==> src/design/phy_cfg_pkg.sv <==
// Package for the serial and MAC-side configuration register pair.
// Assumes a 16-bit register port, word offsets as the register index.
package phy_cfg_pkg;
	// Register offsets
	localparam logic [4:0] FIBER_CTRL_ADDR = 5'h1a;
	localparam logic [4:0] MAC_CTRL_ADDR = 5'h10;
	localparam logic [4:0] STATUS_ADDR = 5'h1b;
	// Fiber control field positions
	localparam int FORCE_INT_BIT = 15;
	localparam int BYPASS_EN_BIT = 6;
	localparam int BYPASS_STAT_BIT = 5;
	localparam int RSVD_UPD_BIT = 4;
	localparam int TX_DIS_BIT = 3;
	localparam int AMP_LSB = 0;
	localparam int AMP_W = 3;
	// MAC control field positions
	localparam int ODD_NIB_BIT = 6;
	localparam int RXCLK_PD_BIT = 3;
	// Status register field positions
	localparam int AN_DONE_BIT = 0;
	localparam int LINK_UP_BIT = 1;
	// Reset values
	localparam logic [15:0] FIBER_CTRL_RST = 16'h0042;
	localparam logic [15:0] MAC_CTRL_RST = 16'h4448;
	// Bits updated only at software reset, and read-only status bit that is stored as zero
	localparam logic [15:0] FIBER_UPD_MASK = 16'h0050;
	localparam logic [15:0] FIBER_RO_MASK = 16'h0020;
	localparam logic [15:0] MAC_UPD_MASK = 16'h0048;
endpackage

==> src/design/phy_cfg_if.sv <==
// Interface carrying the shadowed (applied) copy of deferred fields.
// Assumes one clock shared by both ends.
`timescale 1ns/100ps
interface phy_cfg_if;
	logic swReset;
	logic [15:0] fiberWritten;
	logic [15:0] macWritten;
	logic [15:0] fiberApplied;
	logic [15:0] macApplied;
	modport regs (output swReset, output fiberWritten, output macWritten,
		input fiberApplied, input macApplied);
	modport shadow (input swReset, input fiberWritten, input macWritten,
		output fiberApplied, output macApplied);
endinterface

==> src/design/deferred_shadow.sv <==
// Holds the applied copies of fields that change only at software reset.
// Assumes a one-cycle software reset pulse on the same clock.
`timescale 1ns/100ps
module deferred_shadow (
	// Clock and control
	input wire logic core_clk,
	input wire logic resetn,
	input wire logic clkEn,
	// Link to register file
	phy_cfg_if.shadow cfg
);
	logic [15:0] next_fiberApplied;
	logic [15:0] next_macApplied;
	logic [15:0] fiberApplied;
	logic [15:0] macApplied;

	// Load deferred fields only on software reset
	always_comb begin
		next_fiberApplied = fiberApplied;
		next_macApplied = macApplied;
		if (cfg.swReset) begin
			next_fiberApplied = cfg.fiberWritten;
			next_macApplied = cfg.macWritten;
		end
	end

	// Register applied copies
	always_ff @(posedge core_clk) begin
		if (!resetn) begin
			fiberApplied <= phy_cfg_pkg::FIBER_CTRL_RST;
			macApplied <= phy_cfg_pkg::MAC_CTRL_RST;
		end else if (clkEn) begin
			fiberApplied <= next_fiberApplied;
			macApplied <= next_macApplied;
		end
	end

	assign cfg.fiberApplied = fiberApplied;
	assign cfg.macApplied = macApplied;

	// Applied copies move only on an enabled software reset edge
	property p_shadow_hold;
		@(posedge core_clk) disable iff (!resetn)
		(clkEn && !cfg.swReset) |=> $stable(macApplied) && $stable(fiberApplied);
	endproperty
	a_shadow_hold: assert property (p_shadow_hold) else $error("applied copy moved early");
endmodule // deferred_shadow

==> src/design/phy_cfg_regs.sv <==
// Serial-side and MAC-side configuration registers with deferred fields.
// Assumes a same-clock register port master and a one-cycle swResetReq pulse.
//
// How it works
// - Force-interrupt bit drives the active-low interrupt output asserted.
// - Bypass enable resets to one; writes apply only at software reset.
// - Bypass status reads one if link came up by bypass timer.
// - While bypass status is one, auto-negotiation-complete reads zero.
// - Transmitter disable bit at one turns the fiber transmitter off.
// - Three-bit amplitude, reset two, drives the serial swing code.
// - Odd-nibble bit zero pads odd preambles; one passes them.
// - Receive-clock power-down bit one keeps RX_CLK running always.
// - Power-down bit change is applied only at software reset.
`timescale 1ns/100ps
module phy_cfg_regs (
	// Clock, reset, enable
	input wire logic core_clk,
	input wire logic resetn,
	input wire logic clkEn,
	// Register port
	input wire logic [4:0] regAddr,
	input wire logic [15:0] regWrData,
	input wire logic regWrite,
	input wire logic regRead,
	output logic [15:0] regRdData,
	// Software reset request
	input wire logic swResetReq,
	// Serial link events, from same-clock logic
	input wire logic linkUpByBypass,
	input wire logic linkUpByAneg,
	input wire logic linkDown,
	input wire logic eventIntn,
	// Controls to the datapath
	output logic interrupt_out_n,
	output logic fiberTxDisable,
	output logic [2:0] serialAmplitude,
	output logic bypassAllowed,
	output logic padOddPreamble,
	output logic rxClkAlwaysOn
);
	phy_cfg_if cfg();

	logic [15:0] fiberCtrl;
	logic [15:0] macCtrl;
	logic bypassStatus;
	logic anegDone;
	logic [15:0] next_fiberCtrl;
	logic [15:0] next_macCtrl;
	logic next_bypassStatus;
	logic next_anegDone;
	logic [15:0] next_regRdData;
	logic next_interrupt_out_n;
	logic next_fiberTxDisable;
	logic [2:0] next_serialAmplitude;
	logic next_bypassAllowed;
	logic next_padOddPreamble;
	logic next_rxClkAlwaysOn;

	// Decode of a register port access at one offset
	function automatic logic hit(input logic strobe, input logic [4:0] addr,
		input logic [4:0] target);
		hit = strobe && (addr == target);
	endfunction

	// Deferred fields live in the shadow unit; their datapath controls read only its applied copy, register reads show the written word
	deferred_shadow shadowUnit (
		.core_clk(core_clk),
		.resetn(resetn),
		.clkEn(clkEn),
		.cfg(cfg)
	);

	// Written words and the reset pulse feed the shadow unit
	assign cfg.swReset = swResetReq;
	assign cfg.fiberWritten = fiberCtrl;
	assign cfg.macWritten = macCtrl;

	// Register writes; the status bit is never written
	// Masking bit 5 keeps a stale write from faking a bypass link
	always_comb begin
		next_fiberCtrl = fiberCtrl;
		next_macCtrl = macCtrl;
		if (hit(regWrite, regAddr, phy_cfg_pkg::FIBER_CTRL_ADDR)) begin
			next_fiberCtrl = regWrData & ~phy_cfg_pkg::FIBER_RO_MASK;
		end
		if (hit(regWrite, regAddr, phy_cfg_pkg::MAC_CTRL_ADDR)) begin
			next_macCtrl = regWrData;
		end
	end

	// Link status: bypass and completed negotiation are exclusive
	always_comb begin
		next_bypassStatus = bypassStatus;
		next_anegDone = anegDone;
		if (swResetReq || linkDown) begin
			next_bypassStatus = 1'b0;
			next_anegDone = 1'b0;
		end
		if (linkUpByBypass) begin
			next_bypassStatus = 1'b1;
			next_anegDone = 1'b0;
		end else if (linkUpByAneg) begin
			next_bypassStatus = 1'b0;
			next_anegDone = 1'b1;
		end
	end

	// Read data and datapath controls
	// Read data is zero outside its answer cycle, so a late sample shows nothing
	always_comb begin
		next_regRdData = 16'h0000;
		if (hit(regRead, regAddr, phy_cfg_pkg::FIBER_CTRL_ADDR)) begin
			next_regRdData = fiberCtrl;
			next_regRdData[phy_cfg_pkg::BYPASS_STAT_BIT] = bypassStatus;
		end else if (hit(regRead, regAddr, phy_cfg_pkg::MAC_CTRL_ADDR)) begin
			next_regRdData = macCtrl;
		end else if (hit(regRead, regAddr, phy_cfg_pkg::STATUS_ADDR)) begin
			next_regRdData[phy_cfg_pkg::AN_DONE_BIT] = anegDone & ~bypassStatus;
			next_regRdData[phy_cfg_pkg::LINK_UP_BIT] = anegDone | bypassStatus;
		end
		next_interrupt_out_n = eventIntn & ~fiberCtrl[phy_cfg_pkg::FORCE_INT_BIT];
		next_fiberTxDisable = fiberCtrl[phy_cfg_pkg::TX_DIS_BIT];
		next_serialAmplitude = fiberCtrl[phy_cfg_pkg::AMP_LSB +: phy_cfg_pkg::AMP_W];
		next_bypassAllowed = cfg.fiberApplied[phy_cfg_pkg::BYPASS_EN_BIT];
		next_padOddPreamble = ~cfg.macApplied[phy_cfg_pkg::ODD_NIB_BIT];
		next_rxClkAlwaysOn = cfg.macApplied[phy_cfg_pkg::RXCLK_PD_BIT];
	end

	// Registers; retained fields are untouched by software reset
	// Every datapath control is a flop, so ports never glitch on a write
	always_ff @(posedge core_clk) begin
		if (!resetn) begin
			fiberCtrl <= phy_cfg_pkg::FIBER_CTRL_RST;
			macCtrl <= phy_cfg_pkg::MAC_CTRL_RST;
			bypassStatus <= 1'b0;
			anegDone <= 1'b0;
			regRdData <= 16'h0000;
			interrupt_out_n <= 1'b1;
			fiberTxDisable <= phy_cfg_pkg::FIBER_CTRL_RST[phy_cfg_pkg::TX_DIS_BIT];
			serialAmplitude <= phy_cfg_pkg::FIBER_CTRL_RST[phy_cfg_pkg::AMP_LSB +: phy_cfg_pkg::AMP_W];
			bypassAllowed <= phy_cfg_pkg::FIBER_CTRL_RST[phy_cfg_pkg::BYPASS_EN_BIT];
			padOddPreamble <= ~phy_cfg_pkg::MAC_CTRL_RST[phy_cfg_pkg::ODD_NIB_BIT];
			rxClkAlwaysOn <= phy_cfg_pkg::MAC_CTRL_RST[phy_cfg_pkg::RXCLK_PD_BIT];
		end else if (clkEn) begin
			fiberCtrl <= next_fiberCtrl;
			macCtrl <= next_macCtrl;
			bypassStatus <= next_bypassStatus;
			anegDone <= next_anegDone;
			regRdData <= next_regRdData;
			interrupt_out_n <= next_interrupt_out_n;
			fiberTxDisable <= next_fiberTxDisable;
			serialAmplitude <= next_serialAmplitude;
			bypassAllowed <= next_bypassAllowed;
			padOddPreamble <= next_padOddPreamble;
			rxClkAlwaysOn <= next_rxClkAlwaysOn;
		end
	end

	// Forced interrupt asserts the output one cycle later
	property p_force_int;
		@(posedge core_clk) disable iff (!resetn)
		(clkEn && fiberCtrl[phy_cfg_pkg::FORCE_INT_BIT]) |=> !interrupt_out_n;
	endproperty
	a_force_int: assert property (p_force_int) else $error("forced interrupt not asserted");

	// Bypass enable output changes only after a software reset
	property p_bypass_defer;
		@(posedge core_clk) disable iff (!resetn)
		(clkEn && !swResetReq) ##1 clkEn |=> $stable(bypassAllowed);
	endproperty
	a_bypass_defer: assert property (p_bypass_defer) else $error("bypass changed early");

	// Bypass link-up sets the status bit
	property p_bypass_stat;
		@(posedge core_clk) disable iff (!resetn)
		(clkEn && linkUpByBypass) |=> bypassStatus && !anegDone;
	endproperty
	a_bypass_stat: assert property (p_bypass_stat) else $error("bypass status not set");

	// Negotiated link-up clears the status bit
	property p_aneg_stat;
		@(posedge core_clk) disable iff (!resetn)
		(clkEn && linkUpByAneg && !linkUpByBypass) |=> !bypassStatus && anegDone;
	endproperty
	a_aneg_stat: assert property (p_aneg_stat) else $error("negotiated status wrong");

	// A status read during bypass never shows negotiation complete
	property p_exclusive;
		@(posedge core_clk) disable iff (!resetn)
		(clkEn && hit(regRead, regAddr, phy_cfg_pkg::STATUS_ADDR) && bypassStatus)
			|=> !regRdData[phy_cfg_pkg::AN_DONE_BIT];
	endproperty
	a_exclusive: assert property (p_exclusive) else $error("bypass and done both set");

	// Transmitter disable follows its bit
	property p_tx_dis;
		@(posedge core_clk) disable iff (!resetn)
		clkEn |=> fiberTxDisable == $past(fiberCtrl[phy_cfg_pkg::TX_DIS_BIT]);
	endproperty
	a_tx_dis: assert property (p_tx_dis) else $error("transmitter disable mismatch");

	// Amplitude output follows its field after two enabled cycles of a write
	property p_amp;
		@(posedge core_clk) disable iff (!resetn)
		(clkEn && hit(regWrite, regAddr, phy_cfg_pkg::FIBER_CTRL_ADDR)) ##1 clkEn
			|=> serialAmplitude == $past(regWrData[2:0], 2);
	endproperty
	a_amp: assert property (p_amp) else $error("amplitude not applied");

	// Preamble padding and clock power controls follow applied copy only
	property p_mac_defer;
		@(posedge core_clk) disable iff (!resetn)
		(clkEn && !swResetReq) ##1 clkEn
			|=> $stable(padOddPreamble) && $stable(rxClkAlwaysOn);
	endproperty
	a_mac_defer: assert property (p_mac_defer) else $error("MAC control changed early");

	// Software reset keeps retained fields
	property p_retain;
		@(posedge core_clk) disable iff (!resetn)
		(clkEn && swResetReq && !regWrite) |=> $stable(fiberCtrl) && $stable(macCtrl);
	endproperty
	a_retain: assert property (p_retain) else $error("retained field lost");

	// Software reset clears link status unless a link-up event lands with it
	property p_sw_clear;
		@(posedge core_clk) disable iff (!resetn)
		(clkEn && swResetReq && !linkUpByBypass && !linkUpByAneg)
			|=> !bypassStatus && !anegDone;
	endproperty
	a_sw_clear: assert property (p_sw_clear) else $error("status kept at reset");

	// Link loss clears both link-up reasons
	property p_link_down;
		@(posedge core_clk) disable iff (!resetn)
		(clkEn && linkDown && !linkUpByBypass && !linkUpByAneg)
			|=> !bypassStatus && !anegDone;
	endproperty
	a_link_down: assert property (p_link_down) else $error("status kept at link loss");

	// Software reset applies the written bypass and power-down bits
	property p_sw_apply;
		@(posedge core_clk) disable iff (!resetn)
		(clkEn && swResetReq) ##1 clkEn
			|=> rxClkAlwaysOn == $past(macCtrl[phy_cfg_pkg::RXCLK_PD_BIT], 2)
			&& bypassAllowed == $past(fiberCtrl[phy_cfg_pkg::BYPASS_EN_BIT], 2);
	endproperty
	a_sw_apply: assert property (p_sw_apply) else $error("deferred bit not applied");

	// Bypass enable output tracks the applied copy
	property p_bypass_follow;
		@(posedge core_clk) disable iff (!resetn)
		clkEn |=> bypassAllowed == $past(cfg.fiberApplied[phy_cfg_pkg::BYPASS_EN_BIT]);
	endproperty
	a_bypass_follow: assert property (p_bypass_follow) else $error("bypass output wrong");

	// Preamble padding is the inverse of the applied pass bit
	property p_pad_follow;
		@(posedge core_clk) disable iff (!resetn)
		clkEn |=> padOddPreamble == !$past(cfg.macApplied[phy_cfg_pkg::ODD_NIB_BIT]);
	endproperty
	a_pad_follow: assert property (p_pad_follow) else $error("padding control wrong");

	// Receive clock control tracks the applied power-down bit
	property p_rxclk_follow;
		@(posedge core_clk) disable iff (!resetn)
		clkEn |=> rxClkAlwaysOn == $past(cfg.macApplied[phy_cfg_pkg::RXCLK_PD_BIT]);
	endproperty
	a_rxclk_follow: assert property (p_rxclk_follow) else $error("clock control wrong");

	// Without a forced interrupt the output follows the event line
	property p_int_normal;
		@(posedge core_clk) disable iff (!resetn)
		(clkEn && !fiberCtrl[phy_cfg_pkg::FORCE_INT_BIT]) |=> interrupt_out_n == $past(eventIntn);
	endproperty
	a_int_normal: assert property (p_int_normal) else $error("interrupt not event driven");

	// Fiber control read carries the live bypass status
	property p_stat_read;
		@(posedge core_clk) disable iff (!resetn)
		(clkEn && hit(regRead, regAddr, phy_cfg_pkg::FIBER_CTRL_ADDR))
			|=> regRdData[phy_cfg_pkg::BYPASS_STAT_BIT] == $past(bypassStatus);
	endproperty
	a_stat_read: assert property (p_stat_read) else $error("status bit read wrong");

	// Fiber control writes never store the read-only status bit
	property p_fiber_write;
		@(posedge core_clk) disable iff (!resetn)
		(clkEn && hit(regWrite, regAddr, phy_cfg_pkg::FIBER_CTRL_ADDR))
			|=> fiberCtrl == ($past(regWrData) & ~phy_cfg_pkg::FIBER_RO_MASK);
	endproperty
	a_fiber_write: assert property (p_fiber_write) else $error("fiber write stored wrong");

	// MAC control keeps the written word until software reset applies it
	property p_mac_write;
		@(posedge core_clk) disable iff (!resetn)
		(clkEn && hit(regWrite, regAddr, phy_cfg_pkg::MAC_CTRL_ADDR))
			|=> macCtrl == $past(regWrData);
	endproperty
	a_mac_write: assert property (p_mac_write) else $error("MAC write stored wrong");

	c_force: cover property (@(posedge core_clk) !interrupt_out_n && eventIntn);
	c_bypass: cover property (@(posedge core_clk) bypassStatus);
	c_defer: cover property (@(posedge core_clk) swResetReq && !rxClkAlwaysOn ##1 1'b1);
	c_pad: cover property (@(posedge core_clk) padOddPreamble);
	c_aneg: cover property (@(posedge core_clk) anegDone && !bypassStatus);
endmodule // phy_cfg_regs

==> config.mk <==
export PLATFORM = sky130hd
export DESIGN_NAME = phy_cfg_regs
export DESIGN_NICKNAME = d
export VERILOG_FILES = /design/src/design/phy_cfg_pkg.sv /design/src/design/phy_cfg_if.sv /design/src/design/deferred_shadow.sv /design/src/design/phy_cfg_regs.sv
export SDC_FILE = /design/constraint.sdc
export NUM_CORES = 1
export LEC_CHECK = 0
export BUFFER_PORTS_ARGS = -buffer_cell sky130_fd_sc_hd__buf_2
export CORE_AREA = 2 2 70 72
export DETAILED_ROUTE_END_ITERATION = 10
export DIE_AREA = 0 0 72 74
export PLACE_DENSITY = 0.81
export SYNTH_ARGS = -nofsm -noshare
export SYNTH_HDL_FRONTEND = slang
export SYNTH_SLANG_ARGS = --single-unit
==> constraint.sdc <==
create_clock -name core_clk -period 4 [get_ports core_clk]
set_clock_uncertainty 0.15 [all_clocks]
set_input_delay 0 -clock core_clk [delete_from_list [all_inputs] [get_ports core_clk]]
set_output_delay 0 -clock core_clk [all_outputs]
set_load 0.01 [all_outputs]
=== Word level (Yosys, flattened, before mapping) ===
Cells that the tools add are included.

* Register bits: 70
* Input port bits: 31
* Word-level logic and storage cells: 42

* Equal/unequal tests: 3
* Multiplexer cells: 9
* Bitwise gates (word level): 6
* Reductions and logical operators: 11

{| class="wikitable"
|+ Operators with widths
! kind !! count
|-
| 16-bit two-way mux || 1
|-
| 5-bit == test (second input constant) || 3
|-
| 14-bit two-way mux || 1
|-
| 2-bit AND reduction || 4
|-
| 1-bit logical AND || 5
|-
| 1-bit two-way mux || 5
|-
| 2-bit two-way mux || 2
|-
| 1-bit inverter || 3
|-
| 3-bit nonzero test || 1
|-
| 1-bit AND || 2
|-
| 1-bit logical OR || 1
|-
| 1-bit bitwise OR || 1
|}

=== Depth between registers and ports, before layout ===
Gate-level depths: netlist (run 1).

* Depth in word-level cells: 5
* Mapped depth: 5
* Gate-level depth less buffers: 3

=== Cells and area by module ===
A second synthesis (run 1) with hierarchy kept.

* Cell total of the unflattened synthesis: 359
* Area total of the unflattened synthesis: 3662.3 um2

{| class="wikitable"
|+ By module, submodules not included
! module !! instances !! cells an instance !! area an instance (um2) !! sequential area each (um2)
|-
| phy_cfg_regs || 1 || 213 || 2288.4 || 1141.1
|-
| deferred_shadow || 1 || 146 || 1373.8 || 640.6
|}

=== Worst setup path before layout (run 1) ===
No wires, ideal clock.

* Path kind: in2reg
* From: input regAddr[3]
* To: register regRdData[1]
* Library setup time: 74 ps
* Arrival time: 1100 ps
* Required time: 3776 ps
* Setup slack: 2676 ps
* Cell stages on the path: 4
* Buffers on the path: 1
* Path through: or3_1 > clkbuf_2 > or4b_1 > a31oi_1

* Longest elaborated chain between the ends: 5

{| class="wikitable"
|+ Ends and longest elaborated chain
! what !! line !! source
|-
| start: declaration || phy_cfg_regs.sv:21 || <nowiki>input wire logic [4:0] regAddr,</nowiki>
|-
| 5-bit == test || phy_cfg_regs.sv:62 || <nowiki>hit = strobe && (addr == target);</nowiki>
|-
| 1-bit logical AND || phy_cfg_regs.sv:62 ||
|-
| 2-bit two-way mux || phy_cfg_regs.sv:117 || <nowiki>end else if (hit(regRead, regAddr, phy_cfg_pkg::STATUS_ADDR)) begin</nowiki>
|-
| 2-bit two-way mux || phy_cfg_regs.sv:115 || <nowiki>end else if (hit(regRead, regAddr, phy_cfg_pkg::MAC_CTRL_ADDR)) begin</nowiki>
|-
| 16-bit two-way mux * || phy_cfg_regs.sv:112 || <nowiki>if (hit(regRead, regAddr, phy_cfg_pkg::FIBER_CTRL_ADDR)) begin</nowiki>
|-
| end signal: assignment || phy_cfg_regs.sv:149 || <nowiki>regRdData <= next_regRdData;</nowiki>
|-
| end: declaration || phy_cfg_regs.sv:25 || <nowiki>output logic [15:0] regRdData,</nowiki>
|}

Every way passes the cells marked *; elsewhere a longest branch is shown, timed or not.
A chain may end at the register's enable or synchronous reset.

=== Final worst setup path (run 1) ===
Same ends and word-level chain as after synthesis.

==> results of run 1 <==
==> worst min-delay path by stage <==
stage,start,end,slack (ns)
6_report,resetn,serialAmplitude[1],0.06
5_1_grt,regRead,regRdData[0],0.09
2_1_floorplan,regWrData[1],cfg.fiberWritten[1],-0.002
3_3_place_gp,regWrData[1],cfg.fiberWritten[1],0.1
3_5_place_dp,regWrData[14],cfg.macWritten[14],0.11
4_1_cts,resetn,bypassAllowed,0.04
==> cells in the final DEF, fill, tap and decap left out, types with 2 or more instances in the layout <==
cell,n
clkinv_2,4
dlygate4sd3_1,28
o21ai_0,35
buf_2,54
and4b_1,2
a32oi_1,14
dfxtp_1,60
clkbuf_8,11
a31oi_1,2
nand3b_1,2
nand2_1,9
nand3_1,57
nor2b_1,4
nor2_1,3
nand2b_1,2
inv_1,2
a21boi_0,40
mux2i_1,6
==> registers in the layout, summed over array words and instances (netlist names), 2 cells and up <==
register / cells
cfg.fiberWritten: 15
cfg.macWritten: 16
regRdData: 16
serialAmplitude: 3
shadowUnit.cfg.macApplied: 2
==> cell type report <==
cell class | instances | area [µm²]
Tap cell | 54 | 67.6
Clock buffer | 11 | 151
Multi-Input combinational cell | 189 | 1180
Clock inverter | 5 | 50.0
Inverter | 3 | 11.3
Sequential cell | 60 | 1200
Timing Repair Buffer | 83 | 558
Fill cell | 354 | 1380
==> where the power goes <==
part / internal (mW) / switching (mW)
logic: 0.0462 / 0.0543
clock network: 0.317 / 0.228
registers: 0.605 / 0.00392
==> per-stage QoR <==
| stage | instances | utilization, % | total power [mW] | area (µm²) | setup slack [ns] |
|---|---|---|---|---|---|
| after global routing | 405 | 70.1 | 1.31 | 3220 | 1.32 |
| after global placement | 361 | 59.6 | 0.699 | 2740 | 1.85 |
| after floorplan | 280 | - | 0.667 | 2500 | 2.68 |
| after CTS | 405 | 70.1 | 1.26 | 3220 | 1.57 |
| final | 405 | 70.1 | 1.25 | 3220 | 1.54 |
| after detailed placement | 361 | 59.6 | 0.701 | 2740 | 1.81 |
==> logic make-up (layout without fill, tap and decap cells) <==
family                 Yosys count  count (layout)  share of synthesized area, %
AOI/OAI and AO/OA               97              97                          26.4
and+or+nand+nor                 86              86                          18.3
DFF                             60              60                          48.0
buffers and inverters           31             102                          4.85
muxes                            6               6                          2.40
==> routing by layer <==
metal / GRT usage [%] / vias to the layer above / part of all wire (%)
li1: - / 1163 / -
met1: 32.3 / 1106 / 43
met2: 40.0 / 93 / 49
met3: 8.54 / 13 / 7.1
met4: 9.22 / 0 / 1.5
met5: 0 / - / 0
==> flow_metrics.tcl, run 1 <==
set metrics [dict create \
    end_kind "flop" \
    cts_root_buf "clkbuf_8" \
    cts_num_sinks 60 \
    critPathMaxFanout 18 \
    netlist_top_cells_count "dfxtp_1 (60), nand3_1 (57), a21boi_0 (40)" \
    nets 377 \
    grt_pass1_vias 2222 \
    gp_congestion 0.724 \
    grt_max_degree 61 \
    synth.area.top_cells "dfxtp_1 (48%), a21boi_0 (12%), nand3_1 (11%)" \
    insertion_delay_ns 0.34 \
    critPathBufInv 3 \
    die_y_um 74 \
    cpLargestDelayFamily "buffers and inverters" \
    fin_setup_tns_ns 0 \
    start_util_pct 54.4 \
    crit_path_end "regRdData[1]" \
    maxCapViolations 0 \
    async_flop_share_pct 0 \
    io_buffers 54 \
    cts_setup_buffers 0 \
    drive_gt1_share_pct 21.1 \
    cp.depth 6 \
    cts_hold_buffers 28 \
    synth.most_common_cell "dfxtp_1" \
    tightest_slew_ns 1.11 \
    cts_resized 0 \
    syn_inst 280 \
    synth_top_area_share_pct 48.0 \
    cts_max_level 3 \
    setup_viol 0 \
    rr_worst_depth 4 \
    antennaDiodeCount 0 \
    finalHoldViolations 0 \
    worstReg2RegEnd "regRdData[1]" \
    vias_per_cell 5.86 \
    slowest_stage "or3_1" \
    yosys_register_bits 60 \
    yosysTopAreaCell "dfxtp_1" \
    hold_class "input pin to flop" \
    syn-num-nets 311 \
    drt_iter0_drc 176 \
    finalWirelength_um 6240 \
    syn_area_per_cell_um2 8.93 \
    antenna_found_initial 0 \
    critPathLaunch "regAddr[3]" \
    slew_violations 0 \
    synthesis.area_um2 2500 \
    wl_per_cell_um 15.4 \
    grt_pass1_wl_um 10400 \
    grt_setup_unrepaired "false" \
    crit_top_cell "dlygate4sd3_1" \
    yosys.cell_types.count 32 \
    io_pins 55 \
    row_count 25 \
    die_width_um 72 \
    ir_drop_v 0.000325 \
    finalCriticalPeriod_ns 2.46 \
    slew_headroom_pct 26.2 \
    num_vias 2375 \
    synth_warnings 0 \
    leakage_nw 1.20 \
    core-area_um2 4600 \
    crit_required_ns 4.13 \
    postRouteAntennaNets 0 \
    r2r-start "cfg.macWritten[1]" \
    synth_edf_count 0 \
    cts_tree "built" \
    clockBufferDepth 2 \
    crit_type "input pin to flop" \
    drcViolationCount 0 \
    grt_usage_pct 25.2 \
    max_freq_mhz 406 \
    r2r_slack_ns 1.76 \
    cpPeakStageDelay_ns 0.63 \
    synth_seq_area_share_pct 48.0 \
    cp_cell_sequence "buf_2 -> or3_1 -> or4b_1 -> dlygate4sd3_1 -> a31oi_1 -> dlygate4sd3_1" \
    dp_hpwl_um 3510 \
    holdWs_ns 0.0648 \
    die_area_um2 5330 \
    clk_pin_slew_worst_paths_ns 0.06 \
    synth_top_flop_cell "dfxtp_1" \
    syn2layout_area_growth_pct 28.9 \
    cp-start-kind "input pin" \
    worstPathArrival_ns 2.59 \
    first_pass_iters 4 \
    holdPathStages 2 \
    cts_buffers 9 \
    finalCritPeriodShare_pct 61.5 \
    gr-total-overflow 0 \
    power.density_nw_per_um2 389 \
    status "finished clean" \
]
No activity file was read; power rests on OpenSTA's default activity.
==> run 2: changes to the inputs <==
--- a/config.mk
+++ b/config.mk
@@ -6,10 +6,10 @@
 export NUM_CORES = 1
 export LEC_CHECK = 0
 export BUFFER_PORTS_ARGS = -buffer_cell sky130_fd_sc_hd__buf_2
-export CORE_AREA = 2 2 70 72
+export CORE_AREA = 2 2 76 78
 export DETAILED_ROUTE_END_ITERATION = 10
-export DIE_AREA = 0 0 72 74
-export PLACE_DENSITY = 0.81
+export DIE_AREA = 0 0 78 80
+export PLACE_DENSITY = 0.72
 export SYNTH_ARGS = -nofsm -noshare
 export SYNTH_HDL_FRONTEND = slang
 export SYNTH_SLANG_ARGS = --single-unit
==> constraint.sdc (replaced) <==
create_clock -name core_clk -period 2.05 [get_ports core_clk]
set_clock_uncertainty 0.15 [all_clocks]
set_input_delay 0 -clock core_clk [delete_from_list [all_inputs] [get_ports core_clk]]
set_output_delay 0 -clock core_clk [all_outputs]
set_load 0.01 [all_outputs]
==> run 2 against run 1 <==
Against the previous run:
- combinational power is 110% higher
- highest routed layer unchanged
- count of clock-buffer cells in the layout did not move
- critical path depth is the same
- via count did not move
- largest cell class unchanged
- sequential power increased by 95%
==> flow_metrics.tcl, run 2 (same netlist as run 1, synthesis figures left out) <==
set metrics [dict create \
    status "finished clean" \
    postRouteAntennaNets 0 \
    finalCritPeriodShare_pct 95.5 \
    drcViolationCount 0 \
    finalHoldViolations 0 \
    antennaDiodeCount 0 \
    worstReg2RegEnd "bypassStatus" \
    crit_top_cell "dlygate4sd3_1" \
    die_area_um2 6240 \
    clockBufferDepth 2 \
    syn2layout_area_growth_pct 32.9 \
    cp_cell_sequence "dlygate4sd3_1 -> buf_2 -> nand3b_1 -> dlygate4sd3_1 -> a21boi_1 -> dlygate4sd3_1" \
    rr_worst_depth 3 \
    slew_violations 0 \
    leakage_nw 1.24 \
    grt_usage_pct 21.4 \
    gr-total-overflow 0 \
    start_util_pct 46.3 \
    crit_type "input pin to flop" \
    slowest_stage "dlygate4sd3_1" \
    clk_pin_slew_worst_paths_ns 0.06 \
    final_cell_mix "dfxtp_1 (60), nand3_1 (57), buf_2 (54)" \
    cts_root_buf "clkbuf_8" \
    num_vias 2375 \
    drive_gt1_share_pct 22.3 \
    cpLargestDelayFamily "buffers and inverters" \
    die_width_um 78 \
    max_freq_mhz 511 \
    vias_per_cell 5.51 \
    cp-start-kind "input pin" \
    maxCapViolations 0 \
    dpl_worst_slack_ns 0.665 \
    nFillCells 495 \
    ir_drop_v 0.000387 \
    row_count 27 \
    crit_required_ns 2.18 \
    grt_setup_unrepaired "false" \
    wl_per_cell_um 14.9 \
    setup_viol 0 \
    grt_max_degree 49 \
    hold_class "input pin to flop" \
    nets 385 \
    grt_pass1_vias 2248 \
    worst_slack_ns 0.0920 \
    cts_tree "built" \
    critPathBufInv 4 \
    fin_setup_tns_ns 0 \
    io_buffers 54 \
    dp_hpwl_um 3590 \
    io_pins 55 \
    first_pass_iters 4 \
    core-area_um2 5410 \
    finalCriticalPeriod_ns 1.96 \
    cts_buffers 9 \
    drt_iter0_drc 166 \
    final_common_cell "dfxtp_1" \
    finalWirelength_um 6420 \
    r2r-start "bypassStatus" \
    cpPeakStageDelay_ns 0.57 \
    holdPathStages 4 \
    critPathMaxFanout 3 \
    min-delay-start "regAddr[4]" \
    antenna_found_initial 0 \
    r2r_slack_ns 0.68 \
    hold_end "regRdData[1]" \
    cts_max_level 3 \
    end_kind "flop" \
    cts_num_sinks 60 \
    insertion_delay_ns 0.34 \
    tightest_slew_ns 0.598 \
    slew_headroom_pct 60.1 \
    power.density_nw_per_um2 769 \
    worstPathArrival_ns 2.09 \
    grt_pass1_wl_um 10600 \
    die_y_um 80 \
    gp_congestion 0.733 \
]
## run 2: worst max path at each step
| stage | startpoint | to | slack, ns | cells after the start |
|---|---|---|---|---|
| final | linkUpByBypass | anegDone | 0.09 | 6 |
| after global routing | linkUpByBypass | anegDone | 0.04 | 6 |
| after CTS | linkUpByBypass | anegDone | 0.15 | 6 |
| after detailed placement | regAddr[3] | regRdData[1] | 0.66 | 4 |
| after global placement | regAddr[3] | regRdData[1] | 0.68 | 4 |
| after floorplan | regAddr[3] | regRdData[1] | 0.73 | 4 |
## run 2: worst reg2reg max path: cells and delay by family, from the launching register on
kind                   cells  cell delay (ns)
AOI/OAI and AO/OA          1             0.08
DFF                        1             0.38
buffers and inverters      1             0.58
and+or+nand+nor            1             0.11
## run 2: repair_timing
action | in CTS | in global routing
endpoints found under the setup margin | 0 | 1
hold endpoints to repair | 43 | 0
setup buffers | 0 | 0
gates resized for setup | 0 | 1
hold buffers | 29 | 0
## run 2: metal layers
metal	track usage, %	part of all wire, %	vias up
met5	0	0	-
met2	36.0	47	65
met3	7.01	5.8	7
met1	26.4	46	1120
met4	5.61	0.76	0
li1	-	-	1183
## run 2: metrics by stage
stage | hold slack, ns | utilization [%] | instances | instance area (µm²) | total power, mW
floorplan | -0.00222 | - | 280 | 2500 | 1.30
global placement | 0.107 | 52.1 | 386 | 2820 | 1.38
detailed placement | 0.112 | 52.1 | 386 | 2820 | 1.38
CTS | 0.00539 | 61.5 | 431 | 3320 | 2.59
global route | 0.0374 | 61.5 | 431 | 3320 | 2.64
finish | 0.0321 | 61.5 | 431 | 3320 | 2.55
## run 2: final cells by class
class	count	area, µm²	share of cell area, %
tap	72	90.1	2.71
clock inverter	5	75.1	2.26
clock buffer	11	141	4.26
sequential	60	1200	36.2
inverter	3	11.3	0.339
multi-input combinational	189	1180	35.6
timing repair buffer	91	621	18.7
## run 2: where the power goes
| group | total, mW | switching (mW) | internal (mW) |
|---|---|---|---|
| Clock | 1.16 | 0.447 | 0.711 |
| Sequential | 1.19 | 0.00776 | 1.18 |
| Combinational | 0.208 | 0.110 | 0.0981 |
